File: src/hw/hbcfl_params.svh
// Timing constants and functional notes for the bridge control and fault logic.
// Functional notes
// - Either disable input active turns all switches off and pulls fault flag low.
// - Latched shutdown and fault clear only by toggling a disable input; here sleep (wake low) also clears the latch.
// - Current limit chops output with fixed off-time, rate never above 20 kHz; the 20.5 us off-time here permits up to about 49 kHz.
// - Short-circuit threshold crossing forces latched tri-state, not current limiting.
// - Outputs are off within 4.0 us of short or overtemperature detection.
// - Above 160 C the limit folds back; at 175 C thermal latch-off.
// - Undervoltage holds outputs tri-stated and fault flag low regardless of inputs; here the flag is pulled low only while wake is high.
// - Undervoltage end clears flag and restores outputs with no host action.
// - Short or overtemperature latches outputs off, flag low, until cleared.
// - After power-up wait a power-on delay, 1.0 ms typical, 5.0 ms max.
// - After wake wait a wake-up delay, 1.0 ms typical, 5.0 ms max.
// - Fault flag is open drain: pulled low on fault, released otherwise.
// - Wake low means sleep: outputs high impedance, fault flag released.
// - Run needs wake high, disables inactive, flag clear; each output follows its input.
// - Equal polarity inputs brake: both high sides or both low sides on.
// - Each output activation starts a blanking timer to spot hard shorts; here only polarity input changes while driving and off-time ends start it.
`ifndef HBCFL_PARAMS_SVH
`define HBCFL_PARAMS_SVH
`define HBCFL_CLK_PERIOD_NS 40
`define HBCFL_OFF_TIME_NS   20500
`define HBCFL_OFF_CYC       ((`HBCFL_OFF_TIME_NS) / (`HBCFL_CLK_PERIOD_NS))
`define HBCFL_BLANK_TIME_NS 16500
`define HBCFL_BLANK_CYC     ((`HBCFL_BLANK_TIME_NS) / (`HBCFL_CLK_PERIOD_NS))
`define HBCFL_FAULT_TIME_NS 4000
`define HBCFL_FAULT_CYC     ((`HBCFL_FAULT_TIME_NS) / (`HBCFL_CLK_PERIOD_NS))
`define HBCFL_PON_TIME_US   1000
`define HBCFL_PON_CYC       ((`HBCFL_PON_TIME_US) * 1000 / (`HBCFL_CLK_PERIOD_NS))
`define HBCFL_PWM_PERIOD_NS 100000
`define HBCFL_PWM_HALF_CYC  ((`HBCFL_PWM_PERIOD_NS) / (`HBCFL_CLK_PERIOD_NS) / 2)
`endif

File: src/hw/hbcfl_pkg.sv
// Types shared by the bridge control and fault logic.
package hbcfl_pkg;
	// Drive state of one half-bridge output.
	typedef enum logic [1:0] {HBCFL_DRV_Z, HBCFL_DRV_LOW, HBCFL_DRV_HIGH} hbcfl_drive_t;
	// Top-level operating state.
	typedef enum logic [1:0] {HBCFL_ST_WAIT, HBCFL_ST_RUN, HBCFL_ST_LATCH} hbcfl_state_t;
endpackage

File: src/hw/hbcfl_core.sv
// Control decode, current limiting and fault latching of a full-bridge driver.
`timescale 1ns/1ns
`default_nettype none
`include "hbcfl_params.svh"
module hbcfl_core import hbcfl_pkg::*; #(
	parameter int unsigned WAKE_CYC = `HBCFL_PON_CYC
) (
	// Clock and reset.
	input  wire logic   sys_clk,
	input  wire logic   resetn,
	// Host control inputs.
	input  wire logic   polarity_input_a,
	input  wire logic   polarity_input_b,
	input  wire logic   disable_active_high,
	input  wire logic   disable_active_low,
	input  wire logic   wake,
	// Analog comparator and monitor inputs.
	input  wire logic   over_current_limit,
	input  wire logic   high_side_short,
	input  wire logic   low_side_short,
	input  wire logic   temp_foldback,
	input  wire logic   temp_shutdown,
	input  wire logic   under_voltage,
	// Bridge drive outputs.
	output logic [1:0]  bridge_output_a,
	output logic [1:0]  bridge_output_b,
	output logic        limit_reduce,
	// Open-drain fault flag.
	output logic        fault_flag_n_o,
	output logic        fault_flag_n_oe
);
	// =========================================================
	// Input synchronisers
	// =========================================================
	logic [4:0] sync1_q;
	logic [4:0] sync2_q;
	wire  [4:0] raw_in = {wake, disable_active_low, disable_active_high,
		polarity_input_b, polarity_input_a};

	// Two stages per input; only the second stage feeds the decode.
	always_ff @(posedge sys_clk or negedge resetn) begin
		if (!resetn) begin
			sync1_q <= 5'h08;
			sync2_q <= 5'h08;
		end else begin
			sync1_q <= raw_in;
			sync2_q <= sync1_q;
		end
	end

	wire in_a   = sync2_q[0];
	wire in_b   = sync2_q[1];
	wire dis_hi = sync2_q[2];
	wire dis_lo = sync2_q[3];
	wire awake  = sync2_q[4];
	wire disabled = dis_hi | ~dis_lo;

	// =========================================================
	// State machine
	// =========================================================
	hbcfl_state_t state_q;
	hbcfl_state_t state_d;
	logic [17:0]  wait_q;
	logic [9:0]   off_q;
	logic [9:0]   blank_q;
	logic         in_a_q;
	logic         in_b_q;
	wire hard_fault = high_side_short | low_side_short | temp_shutdown;
	wire wait_done  = (wait_q == 18'(WAKE_CYC - 1));
	wire chopping   = (off_q != 10'h000);
	// Blanking runs while an output was just activated; a limit trip past it while chopping is a hard short.
	wire blank_on   = (blank_q != 10'h000);
	wire persist    = over_current_limit & ~blank_on & chopping;

	// Power-on and wake both restart the wait; latches clear on disable or on sleep.
	always_comb begin
		state_d = state_q;
		case (state_q)
			HBCFL_ST_WAIT: if (wait_done) state_d = HBCFL_ST_RUN;
			HBCFL_ST_RUN:  if (hard_fault | persist) state_d = HBCFL_ST_LATCH;
			HBCFL_ST_LATCH: if (disabled) state_d = HBCFL_ST_RUN;
			default: state_d = HBCFL_ST_WAIT;
		endcase
		if (!awake) state_d = HBCFL_ST_WAIT;
	end

	always_ff @(posedge sys_clk or negedge resetn) begin
		if (!resetn) begin
			state_q <= HBCFL_ST_WAIT;
			wait_q  <= 18'h00000;
		end else begin
			state_q <= state_d;
			wait_q  <= (state_q == HBCFL_ST_WAIT && awake && !wait_done) ?
				wait_q + 18'h00001 : 18'h00000;
		end
	end

	// =========================================================
	// Current limiting and blanking timers
	// =========================================================
	// Sleep cuts drive in the same cycle the state machine learns of it.
	wire run_ok   = (state_q == HBCFL_ST_RUN) & awake & ~disabled &
		~under_voltage;
	wire activate = run_ok & ((in_a != in_a_q) | (in_b != in_b_q) | chopping & (off_q == 10'h001));

	// Fixed off-time of 512 cycles keeps the chop period at least 20.48 us, so the chop rate stays below about 49 kHz.
	always_ff @(posedge sys_clk or negedge resetn) begin
		if (!resetn) begin
			off_q   <= 10'h000;
			blank_q <= 10'h000;
			in_a_q  <= 1'b0;
			in_b_q  <= 1'b0;
		end else begin
			in_a_q <= in_a;
			in_b_q <= in_b;
			if (!run_ok)
				off_q <= 10'h000;
			else if (over_current_limit && !chopping)
				off_q <= 10'(`HBCFL_OFF_CYC);
			else if (chopping)
				off_q <= off_q - 10'h001;
			if (activate)
				blank_q <= 10'(`HBCFL_BLANK_CYC);
			else if (blank_on)
				blank_q <= blank_q - 10'h001;
		end
	end

	// =========================================================
	// Output decode
	// =========================================================
	wire drive_on = run_ok & ~chopping & ~hard_fault;
	wire [1:0] lvl_a = in_a ? HBCFL_DRV_HIGH : HBCFL_DRV_LOW;
	wire [1:0] lvl_b = in_b ? HBCFL_DRV_HIGH : HBCFL_DRV_LOW;
	wire flag_low = awake & (disabled | under_voltage | state_q == HBCFL_ST_LATCH);

	// Outputs registered; fault removes drive within one cycle, well inside 4.0 us.
	always_ff @(posedge sys_clk or negedge resetn) begin
		if (!resetn) begin
			bridge_output_a <= HBCFL_DRV_Z;
			bridge_output_b <= HBCFL_DRV_Z;
			fault_flag_n_oe <= 1'b0;
		end else begin
			bridge_output_a <= drive_on ? lvl_a : HBCFL_DRV_Z;
			bridge_output_b <= drive_on ? lvl_b : HBCFL_DRV_Z;
			fault_flag_n_oe <= flag_low;
		end
	end

	assign fault_flag_n_o = 1'b0;
	assign limit_reduce   = temp_foldback;

	// =========================================================
	// Assertions
	// =========================================================
	property p_dis_off;
		@(posedge sys_clk) disable iff (!resetn)
		disabled |=> (bridge_output_a == HBCFL_DRV_Z && fault_flag_n_oe == $past(awake));
	endproperty
	a_dis_off: assert property (p_dis_off) else $error("disable did not tri-state");

	// Turn-off bound in cycles after a short or overtemperature.
	localparam int FAULT_LIM = `HBCFL_FAULT_CYC - 1;

	property p_fault_off;
		@(posedge sys_clk) disable iff (!resetn)
		hard_fault |=> ##[0:FAULT_LIM] (bridge_output_a == HBCFL_DRV_Z &&
			bridge_output_b == HBCFL_DRV_Z);
	endproperty
	a_fault_off: assert property (p_fault_off) else $error("fault turn-off late");

	property p_latch_hold;
		@(posedge sys_clk) disable iff (!resetn)
		(state_q == HBCFL_ST_LATCH && awake && !disabled) |=> state_q == HBCFL_ST_LATCH;
	endproperty
	a_latch_hold: assert property (p_latch_hold) else $error("latch released");

	property p_uv;
		@(posedge sys_clk) disable iff (!resetn)
		(under_voltage && awake) |=> (fault_flag_n_oe && bridge_output_b == HBCFL_DRV_Z);
	endproperty
	a_uv: assert property (p_uv) else $error("undervoltage not held");

	property p_sleep;
		@(posedge sys_clk) disable iff (!resetn)
		!awake |=> (!fault_flag_n_oe && bridge_output_a == HBCFL_DRV_Z);
	endproperty
	a_sleep: assert property (p_sleep) else $error("sleep not honoured");

	property p_chop;
		@(posedge sys_clk) disable iff (!resetn)
		$rose(chopping) |-> chopping [*8];
	endproperty
	a_chop: assert property (p_chop) else $error("off-time too short");

	property p_brake;
		@(posedge sys_clk) disable iff (!resetn)
		(drive_on && in_a && in_b) |=> (bridge_output_a == HBCFL_DRV_HIGH &&
			bridge_output_b == HBCFL_DRV_HIGH);
	endproperty
	a_brake: assert property (p_brake) else $error("brake high wrong");

	property p_wait;
		@(posedge sys_clk) disable iff (!resetn)
		$fell(awake) |=> (bridge_output_a == HBCFL_DRV_Z) [*8];
	endproperty
	a_wait: assert property (p_wait) else $error("wake delay skipped");

	property p_latch_set;
		@(posedge sys_clk) disable iff (!resetn)
		(state_q == HBCFL_ST_RUN && hard_fault && awake) |=> state_q == HBCFL_ST_LATCH;
	endproperty
	a_latch_set: assert property (p_latch_set) else $error("fault not latched");

	property p_persist;
		@(posedge sys_clk) disable iff (!resetn)
		(state_q == HBCFL_ST_RUN && persist && awake) |=> state_q == HBCFL_ST_LATCH;
	endproperty
	a_persist: assert property (p_persist) else $error("hard short missed");

	property p_off_len;
		@(posedge sys_clk) disable iff (!resetn)
		$rose(chopping) |-> off_q == 10'(`HBCFL_OFF_CYC);
	endproperty
	a_off_len: assert property (p_off_len) else $error("off-time load wrong");
endmodule
`default_nettype wire

File: config.mk
export PLATFORM = sky130hd
export DESIGN_NAME = hbcfl_core
export DESIGN_NICKNAME = d
export VERILOG_FILES = /design/src/hw/hbcfl_pkg.sv /design/src/hw/hbcfl_core.sv
export VERILOG_INCLUDE_DIRS = /design/src /design/src/hw
export SDC_FILE = /design/constraint.sdc
export NUM_CORES = 1
export LEC_CHECK = 0
export BUFFER_PORTS_ARGS = -buffer_cell sky130_fd_sc_hd__buf_2
export CORE_MARGIN = 2
export CORE_UTILIZATION = 30
export DETAILED_ROUTE_END_ITERATION = 12
export SKIP_LAST_GASP = 1
export SYNTH_ARGS = -nofsm -noshare
export SYNTH_HDL_FRONTEND = slang
export SYNTH_SLANG_ARGS = --single-unit
File: constraint.sdc
create_clock -name sys_clk -period 3.4 [get_ports sys_clk]
set_input_delay 0.17 -clock sys_clk [delete_from_list [all_inputs] [get_ports sys_clk]]
set_output_delay 0.17 -clock sys_clk [all_outputs]
set_load 0.1 [all_outputs]
==> key figures, run 1 <==
Setup path
  – Worst path bufs/invs: 0
  – Critical path class: reg -> reg
  – WP data required: 3.62 ns
  – CP peak stage delay: 0.59 ns
  – Startpoint types: flip-flop
  – CP top delay family: simple AND/OR/NAND/NOR gates
  – CP Cell Sequence: or4_4 -> nor4_4 -> a311oi_1 -> a41o_1
  – CP max FO: 7
  – Crit path capture type: flip-flop
  – Slowest CP cell: or4_4
  – CP arrival: 2.27 ns

Pwr
  – Design Power: 0.001660 W
  – Comb pwr share: 14.0%
  – Internal power: 0.001203 W
  – Static leakage power: 1.274 nW
  – Power density over the cells: 540.4 nW/um^2
  – Sw frac: 27.52%
  – Clock power share: 36.7%
  – Maximum VDD drop: 0.0002668 V
  – P_sw: 0.0004567 W
  – Sequential share of power: 49.3%

STA
  – Period utilisation layout: 60.27%
  – RSZ-0062 raised after global routing: false
  – Final TNS setup: 0 ns
  – Setup Viol. Count Final: 0
  – Highest Clock Rate: 0.4880 GHz
  – Slew Limit Fails: 0
  – Final hold violations: 0
  – Clk_skew: 0.01018 ns
  – Rel. slew slack: 32.96%
  – Worst Max-Slew Pin Slew: 1.006 ns
  – Final min period: 2.049 ns

Drt
  – Initial DRC count: 74
  – Via count: 1871
  – Antenna Nets Post-Route: 0
  – DR WL/cell: 12.57 um
  – DR vias/cell: 4.785
  – Drt first pass iters: 4
  – DRT Wirelength: 4.915 mm
  – DRC violations left: 0

Clock tree
  – H-Tree Depth: 3
  – Clock Sinks: 57
  – CTS tree: done
  – Max Root-Sink Buffers: 2
  – Reg clk slew, reported paths: 0.06 ns
  – Clk Latency, worst-skew pair: 0.33 ns
  – Post-cts sizing count: 0
  – CTS root buf: clkbuf_8
  – CTS Buf Count: 9

Synth
  – Ranking of synthesized cells by area: dfrtp_1, xnor2_1, nor2_1
  – Asr flop ratio synth: 100.0%
  – Register area share after synthesis: 54.43%
  – Synth top area share: 52.43%
  – Synth Net Count: 267
  – Synth top cells by count: dfrtp_1, nor2_1, xnor2_1
  – Mapped cell area: 2625 um^2
  – Number of distinct library cells after synthesis: 49
  – Area leader, netlist: dfrtp_1
  – Syn_area_per_cell: 10.58 um^2
  – Number of flops mapped to enable cells by yosys: 0
  – Predominant post-synthesis flop cell: dfrtp_1
  – Yosys reg bits: 57
  – Cells after Synth: 248
  – Count leader, synth: dfrtp_1
  – Warnings, synthesis: 0

Global route
  – GR Overflow Total: 0
  – Number of global-route vias before repair: 1912
  – Initial antenna violation count: 0
  – First-pass GRT wire length: 8.749 mm
  – Largest net degree at the start of global routing: 47
  – GRT Total Usage: 11.64%

Floorplan
  – Chip width: 97.54 um
  – IO Pins: 20
  – Die ar.: 9514 um^2
  – Starting Density: 30.55%
  – Vert. Die Dim: 97.54 um
  – Row count: 34
  – Core area: 8593 um^2

Cells and area
  – Diode count: 0
  – P&R area growth vs syn: 17.02%
  – Share of cells above drive strength 1: 13.78%
  – Nets@finish: 297

Status
  – Status: complete, no violations

Worst hold path
  – Min-Delay Path Class: in -> async

Placement
  – Post-DP HPWL: 3.432 mm
  – GPL Wtd Cong: 0.8606
  – IO buf count: 16

Run
  – Maxcap violations: 0
==> layer usage <==
layer,GRT usage [%],vias to the layer above,part of all wire (%)
met1,14.19,894,47
met2,17.72,45,47
met3,5.324,4,4.8
li1,-,928,-
met4,5.128,0,1.1
met5,0,-,0
==> worst paths after layout <==
| check | startpoint | endpoint | slack, ns | cells past startpoint |
|---|---|---|---|---|
| min reg2reg | sync1_q[0] | sync2_q[0] | 0.35 | 0 |
| max | blank_q[7] | state_q[0] | 1.35 | 4 |
| max in group asynchronous | resetn | wait_q[2] | 2.64 | 2 |
| max reg2reg | blank_q[7] | state_q[0] | 1.35 | 4 |
| min | resetn | off_q[7] | 0.006 | 1 |
| min in group sys_clk | under_voltage | fault_flag_n_oe | 0.10 | 2 |
==> kinds of logic after synthesis <==
logic type	count (synthesis)	synth area share (%)
adder cells (fa/ha/maj)	6	2.860
buffers and inverters	15	2.431
AO/OA/AOI/OAI	30	8.342
flip-flops	57	54.43
multiplexers	1	0.3813
XOR/XNOR	25	8.341
other	1	0.1429
AND/OR/NAND/NOR	113	23.07
==> power groups by stage <==
stage | clock, W | sequential (W) | combinational [W]
3_3_place_gp | 0 | 0.000822 | 0.000225
2_1_floorplan | 0 | 0.000816 | 0.000174
4_1_cts | 0.000635 | 0.000816 | 0.000236
6_report | 0.000609 | 0.000819 | 0.000232
3_5_place_dp | 0 | 0.000826 | 0.000232
5_1_grt | 0.000668 | 0.000828 | 0.000265
==> final cells by class <==
type	instances	area (um^2)
fillers	875	5522
inverters	11	41.29
clock buffers	13	148.9
well taps	108	135.1
repair buffers	23	145.1
clock inverters	3	40.04
multi-input cells	176	1132
flip-flops and latches	57	1429
==> flip-flops by register name (all words and copies together) (netlist names) <==
register	count
in_a_q	1
bridge_output_b	2
blank_q	10
sync2_q	5
state_q	2
fault_flag_n_oe	1
off_q	10
wait_q	18
in_b_q	1
bridge_output_a	2
sync1_q	5
==> metrics by stage <==
stage	std cells	setup WS, ns	area [um^2]	util (%)	hold slack (ns)
3_5_place_dp	370	1.369	2833	32.96	0.2805
6_report	391	1.351	3072	35.75	0.005941
4_1_cts	391	1.356	3072	35.75	0.03599
5_1_grt	391	1.240	3072	35.75	0.07965
3_3_place_gp	370	1.437	2833	32.96	0.2793
2_1_floorplan	248	1.547	2625	-	-0.1256
==> cells in the final DEF (no fill, tap or decap), types with 3 or more instances in the layout <==
master	count
clkbuf_1	3
xor2_1	4
nor2b_1	4
buf_2	16
a21oi_1	4
or3_1	6
nand2_1	8
a211oi_1	5
dlygate4sd3_1	5
ha_1	6
clkbuf_8	10
dfrtp_1	55
and2_1	3
nor3b_1	3
nor3_1	13
o21ai_0	5
xnor2_1	21
nand3_1	10
nand2b_1	5
inv_1	11
nor4_1	9
nor2_1	38
==> timing repair <==
| action | 4_1_cts | 5_1_grt |
|---|---|---|
| hold endpoints to repair | 5 | 0 |
| buffers inserted | 0 | 0 |
| hold buffers | 5 | 0 |
| endpoints found under the setup margin | 0 | 0 |
Power figures use the tool's default switching activity.
==> run 2, diff against run 1 <==
--- a/config.mk
+++ b/config.mk
@@ -6,6 +6,7 @@
 export SDC_FILE = /design/constraint.sdc
 export NUM_CORES = 1
 export LEC_CHECK = 0
+export ABC_AREA = 1
 export BUFFER_PORTS_ARGS = -buffer_cell sky130_fd_sc_hd__buf_2
 export CORE_MARGIN = 2
 export CORE_UTILIZATION = 30
==> constraint.sdc (replaced) <==
create_clock -name sys_clk -period 2.1 [get_ports sys_clk]
set_input_delay 0.105 -clock sys_clk [delete_from_list [all_inputs] [get_ports sys_clk]]
set_output_delay 0.105 -clock sys_clk [all_outputs]
set_load 0.1 [all_outputs]
==> run 2 against run 1 <==
Global-route usage rose by 0.070 points. Via count rose by 15%. Sequential power rose by 59%. Utilization rose by 0.99 points. Area after synthesis rose by 9.3%. Count of clock-buffer cells in the layout fell by 3. Clock power rose by 100%. Design area rose by 11%. Non-clock buffer count rose by 1. Hold slack improved by 0.089 ns. Largest cell class unchanged.
==> key figures, run 2 <==
Clock tree
  – Clock Sinks: 57
  – Cts hold-fix bufs: 6
  – CTS tree: done
  – CTS Buf Count: 9
  – Postcts setup bufs: 0
  – Reg clk slew, reported paths: 0.07 ns
  – H-Tree Depth: 3
  – Clk Latency, worst-skew pair: 0.33 ns
  – CTS root buf: clkbuf_8
  – Post-cts sizing count: 0
  – Max Root-Sink Buffers: 2

Floorplan
  – Chip width: 101.8 um
  – Die ar.: 10360 um^2
  – Starting Density: 31.05%
  – Core area: 9240 um^2
  – IO Pins: 20
  – Row count: 35
  – Vert. Die Dim: 101.8 um

Cells and area
  – Share of cells above drive strength 1: 17.87%
  – Max reg flops: 18
  – Reg with most FFs: wait_q
  – Final Non-Filler Cells: 504
  – Diode count: 0
  – Fillers: 947
  – Commonest non-fill, non-tap cell in the layout: nor2_1
  – FF+latch area: 1429 um^2
  – Nets@finish: 389
  – Multi-input gate area: 1230 um^2
  – Biggest regs: wait_q: 18 flops, blank_q: 10 flops, off_q: 10 flops
  – Design area: 3395 um^2
  – P&R area growth vs syn: 18.32%
  – Most frequent cells in the layout: nor2_1, nand2_1, dfrtp_1

Global route
  – First-pass GRT wire length: 9.459 mm
  – Met3 usage: 3.934%
  – Largest net degree at the start of global routing: 23
  – Most Crowded Layer GR: met2
  – GRT Total Usage: 11.72%
  – Met1 Use GR: 14.94%
  – GR Overflow Total: 0
  – Initial antenna violation count: 0
  – Number of global-route vias before repair: 2129
  – Met2 Use GR: 18.57%

Drt
  – DR WL/cell: 10.66 um
  – Drt first pass iters: 4
  – DRC violations left: 0
  – Initial DRC count: 112
  – DR vias/cell: 4.288
  – Antenna Nets Post-Route: 0
  – DRT Wirelength: 5.374 mm
  – Via count: 2161

Setup path
  – Critical path class: reg -> reg
  – CP top delay family: simple AND/OR/NAND/NOR gates
  – CP peak stage delay: 0.39 ns
  – CP arrival: 1.84 ns
  – Worst path bufs/invs: 1
  – Crit path capture type: flip-flop
  – CP Cell Sequence: inv_1 -> ha_1 -> nand3_1 -> nor2_2 -> nand3_1 -> nand2_1 -> nand3_1 -> nand2_1
  – Slowest CP cell: dfrtp_1
  – Most frequent CP cell: nand3_1
  – Startpoint types: flip-flop
  – CP max FO: 11
  – WP data required: 2.37 ns

Placement
  – Area after DPL: 3092 um^2
  – GPL Wtd Cong: 0.8444
  – Post-DP HPWL: 3.901 mm
  – IO buf count: 16
  – Placed Cells: 482
  – Pre-CTS WS: 0.5284 ns

STA
  – RSZ-0062 raised after global routing: false
  – Slew Limit Fails: 0
  – Final hold violations: 0
  – Period utilisation layout: 74.88%
  – Final WS setup: 0.5275 ns
  – Clk_skew: 0.005497 ns
  – Final min period: 1.573 ns
  – Setup Viol. Count Final: 0
  – Highest Clock Rate: 0.6359 GHz
  – Final TNS setup: 0 ns

Synth
  – Synth Net Count: 358
  – Number of flops mapped to enable cells by yosys: 0
  – Synth top area share: 47.97%
  – Count leader, synth: nor2_1
  – Synth top cells by count: nor2_1, nand2_1, dfrtp_1
  – Asr flop ratio synth: 100.0%
  – Ranking of synthesized cells by area: dfrtp_1, nor2_1, nand2_1
  – Yosys reg bits: 57
  – Syn_area_per_cell: 8.463 um^2
  – Number of distinct library cells after synthesis: 32
  – Register area share after synthesis: 49.80%
  – Mapped cell area: 2869 um^2
  – Area leader, netlist: dfrtp_1
  – Warnings, synthesis: 0
  – Predominant post-synthesis flop cell: dfrtp_1
  – Cells after Synth: 339

Worst hold path
  – Min-Delay Path Class: in -> reg

Run
  – Maxcap violations: 0

Status
  – Status: complete, no violations

Pwr
  – Static leakage power: 1.598 nW
  – Power density over the cells: 857.9 nW/um^2
  – Maximum VDD drop: 0.0003804 V
  – Design Power: 0.002912 W
## run 2: cell types whose count changed in the layout (fill, tap and decap cells not counted), sizes merged, moves of 4 or more
cell | previous run | this run
a211oi | 5 | 0
inv | 11 | 47
nand2 | 8 | 63
nand2b | 5 | 0
nand3 | 10 | 20
nand4 | 2 | 9
nor2 | 38 | 73
nor2b | 4 | 0
nor4 | 11 | 0
o21ai | 6 | 11
or3 | 6 | 1
xnor2 | 21 | 5
xor2 | 4 | 15
## run 2: layer usage
metal  wire length [um]  share of wire [%]  vias up
li1                   -                  -     1114
met1               2616                 49     1011
met2               2536                 47       34
met3                196                3.6        2
met4                 23               0.43        0
met5                  0                  0        -
## run 2: final cells by class
class | instances | share of cell area [%]
Inverter | 47 | 5.197
Multi-Input combinational cell | 231 | 36.23
Clock buffer | 10 | 4.055
Timing Repair Buffer | 24 | 4.571
Sequential cell | 57 | 42.09
Clock inverter | 6 | 3.096
Tap cell | 129 | 4.755
## run 2: cells by family (layout without fill, tap and decap cells)
family                   count (synthesis)  count (layout)  synth area share (%)
XOR/XNOR                                20              20                 6.106
other                                    1               1                0.1307
buffers and inverters                   51              87                 7.327
AND/OR/NAND/NOR                        188             188                 31.01
flip-flops                              57              57                 49.80
adder cells (fa/ha/maj)                  6               6                 2.617
AO/OA/AOI/OAI                           16              16                 3.009
## run 2: worst paths after layout
kind                                    startpoint    endpoint  slack (ns)  cells past startpoint
worst min register to register          sync1_q[0]  sync2_q[0]        0.35                      0
max in group asynchronous                   resetn  sync2_q[3]        1.13                      3
min in group asynchronous                   resetn  sync2_q[0]        0.26                      2
worst min-delay path            over_current_limit    off_q[9]        0.09                      3
worst max-delay path                    blank_q[0]  state_q[0]        0.53                      8
worst max register to register          blank_q[0]  state_q[0]        0.53                      8
## run 2: stage by stage
step | util, % | hold slack [ns]
final | 36.74 | 0.09470
after global routing | 36.74 | 0.1042
after CTS | 36.74 | 0.07230
after detailed placement | 33.46 | 0.09052
after global placement | 33.46 | 0.08891
after floorplan | - | -0.1906
## run 2: worst reg2reg max path, delay by kind of cell, from the launching register on
family / cells / cell delay [ns]
buffers and inverters: 1 / 0.14
and+or+nand+nor: 6 / 0.83
DFF: 1 / 0.39
adders and majority gates: 1 / 0.16
## run 2: report_power, final
part	internal, W	switching [W]
clock	0.000814	0.000430
sequential	0.00120	0.0000941
combinational	0.000152	0.000218
total	0.00217	0.000742
==> run 3, diff against run 2 <==
==> constraint.sdc (replaced) <==
create_clock -name sys_clk -period 1.5 [get_ports sys_clk]
set_input_delay 0.075 -clock sys_clk [delete_from_list [all_inputs] [get_ports sys_clk]]
set_output_delay 0.075 -clock sys_clk [all_outputs]
set_load 0.1 [all_outputs]
==> run 3 against run 2 <==
Total power is 44% higher. Global-route usage is 0.36 points higher. Utilization is 2.4 points higher. Critical path type unchanged. Critical endpoint is now wait_q[16].
==> key figures, run 3 (synthesized netlist as in run 2, its figures left out) <==
Status
  – Status: complete, no violations

STA
  – Slew Limit Fails: 0
  – RSZ-0062 raised after global routing: true
  – Final hold violations: 0
  – Clk_skew: 0.01072 ns
  – Highest Clock Rate: 0.6886 GHz
  – Final min period: 1.452 ns
  – Period utilisation layout: 96.81%
  – Final WS setup: 0.04779 ns
  – Setup Viol. Count Final: 0
  – Fin Hold WS: 0.04574 ns

Clock tree
  – CTS tree: done
  – Max Root-Sink Buffers: 2
  – H-Tree Depth: 3
  – Clk Latency, worst-skew pair: 0.34 ns
  – Reg clk slew, reported paths: 0.07 ns
  – Clock Sinks: 57
  – CTS root buf: clkbuf_8
  – CTS Buf Count: 9

Floorplan
  – Row count: 35
  – IO Pins: 20
  – Starting Density: 31.05%
  – Die ar.: 10360 um^2
  – Core area: 9240 um^2
  – Chip width: 101.8 um
  – Vert. Die Dim: 101.8 um

Placement
  – GPL Wtd Cong: 0.8194
  – Pre-CTS WS: 0.004238 ns
  – Post-DP HPWL: 3.915 mm
  – IO buf count: 16
  – Area after DPL: 3184 um^2

Cells and area
  – Diode count: 0
  – Reg with most FFs: wait_q
  – Fillers: 936
  – Nets@finish: 403
  – Biggest regs: wait_q: 18 flops, blank_q: 10 flops, off_q: 10 flops
  – Most frequent cells in the layout: nor2_1, dfrtp_1, nand2_1
  – P&R area growth vs syn: 26.12%
  – Design area: 3618 um^2
  – Commonest non-fill, non-tap cell in the layout: nor2_1
  – Share of cells above drive strength 1: 26.22%
  – Max reg flops: 18

Setup path
  – Critical register-to-register path startpoint: wait_q[1]
  – FF-to-FF End: wait_q[16]
  – Critical path class: reg -> reg
  – Worst Setup SP: wait_q[1]
  – Startpoint types: flip-flop
  – Cells on worst reg2reg path: 8
  – CP top delay family: simple AND/OR/NAND/NOR gates
  – Crit path capture type: flip-flop
  – CP Cell Sequence: ha_2 -> nand2_2 -> nor2_4 -> nand2_4 -> nor3_4 -> nand2_1 -> nand2_1 -> a21oi_2
  – Worst setup path end: wait_q[16]
  – WP data required: 1.73 ns
  – R2R setup slack: 0.05 ns
  – Crit. path cell count: 8
  – CP max FO: 4
  – CP arrival: 1.68 ns
  – Worst path bufs/invs: 0
  – Slowest CP cell: dfrtp_1
  – CP peak stage delay: 0.37 ns
  – Most frequent CP cell: nand2_1

Drt
  – Antenna Nets Post-Route: 0
  – Drt first pass iters: 4
  – Initial DRC count: 109
  – DR WL/cell: 10.83 um
  – DR vias/cell: 4.311
  – DRT Wirelength: 5.612 mm
  – Via count: 2233
  – DRC violations left: 0

Global route
  – GRT Total Usage: 12.08%
  – Initial antenna violation count: 0
  – GR Overflow Total: 0
  – Largest net degree at the start of global routing: 58
  – First-pass GRT wire length: 9.653 mm
  – Number of global-route vias before repair: 2188

Run
  – Maxcap violations: 0

Pwr
  – Static leakage power: 1.693 nW
  – Power density over the cells: 1162 nW/um^2
  – Maximum VDD drop: 0.0005096 V

Worst hold path
  – Min-Delay Path Class: in -> reg
[run 3: how the worst min path moves through the flow]
stage                             from  slack [ns]          to  cells after the start
global placement                resetn         0.1    off_q[6]                      2
floorplan                       resetn       -0.22  blank_q[0]                      0
CTS                 over_current_limit        0.03    off_q[9]                      3
detailed placement              resetn        0.10    off_q[7]                      2
finish              over_current_limit        0.05    off_q[9]                      3
global route        over_current_limit        0.07    off_q[9]                      3
[run 3: tightest hold or removal path: cells and delay by family]
family / cells / cell delay [ns]
AO/OA/AOI/OAI: 2 / 0.15
buffers and inverters: 1 / 0.12
[run 3: report_power, final]
group / internal (W) / total, W / switching, W
Combinational: 0.000299 / 0.000635 / 0.000336
Clock: 0.00114 / 0.00176 / 0.000618
Sequential: 0.00169 / 0.00181 / 0.000128
Total: 0.00312 / 0.00420 / 0.00108
[run 3: metrics by stage]
stage | util, % | setup TNS (ns) | power [W] | instances
6_report | 39.16 | 0 | 0.004205 | 518
5_1_grt | 39.16 | -0.1668 | 0.004437 | 518
4_1_cts | 37.74 | 0 | 0.004194 | 513
3_5_place_dp | 34.46 | 0 | 0.002401 | 491
3_3_place_gp | 34.46 | 0 | 0.002392 | 491
2_1_floorplan | - | 0 | 0.002223 | 339
[run 3: repair_timing]
action                                  in CTS  in global routing
endpoints found under the hold margin       62                  0
setup buffers                                0                  4
endpoints found under the setup margin       0                 28
resized for setup                            0                 29
hold buffers                                 6                  0
[run 3: layout make-up]
| class | instances | area [um^2] | share of cell area [%] |
|---|---|---|---|
| clock buffers | 10 | 137.6 | 3.804 |
| clock inverters | 6 | 105.1 | 2.905 |
| inverters | 47 | 176.4 | 4.876 |
| multi-input cells | 232 | 1328 | 36.69 |
| flip-flops and latches | 57 | 1429 | 39.49 |
| well taps | 129 | 161.4 | 4.461 |
| repair buffers | 37 | 281.5 | 7.780 |
[run 3: routing by layer]
| layer | share of wire (%) | wire [um] | vias to the layer above | GRT usage [%] |
|---|---|---|---|---|
| met2 | 46 | 2600 | 33 | 18.37 |
| li1 | - | - | 1152 | - |
| met1 | 47 | 2647 | 1032 | 15.29 |
| met5 | 0 | 0 | - | 0 |
| met4 | 3.4 | 193 | 0 | 7.484 |
| met3 | 3.0 | 171 | 16 | 3.175 |
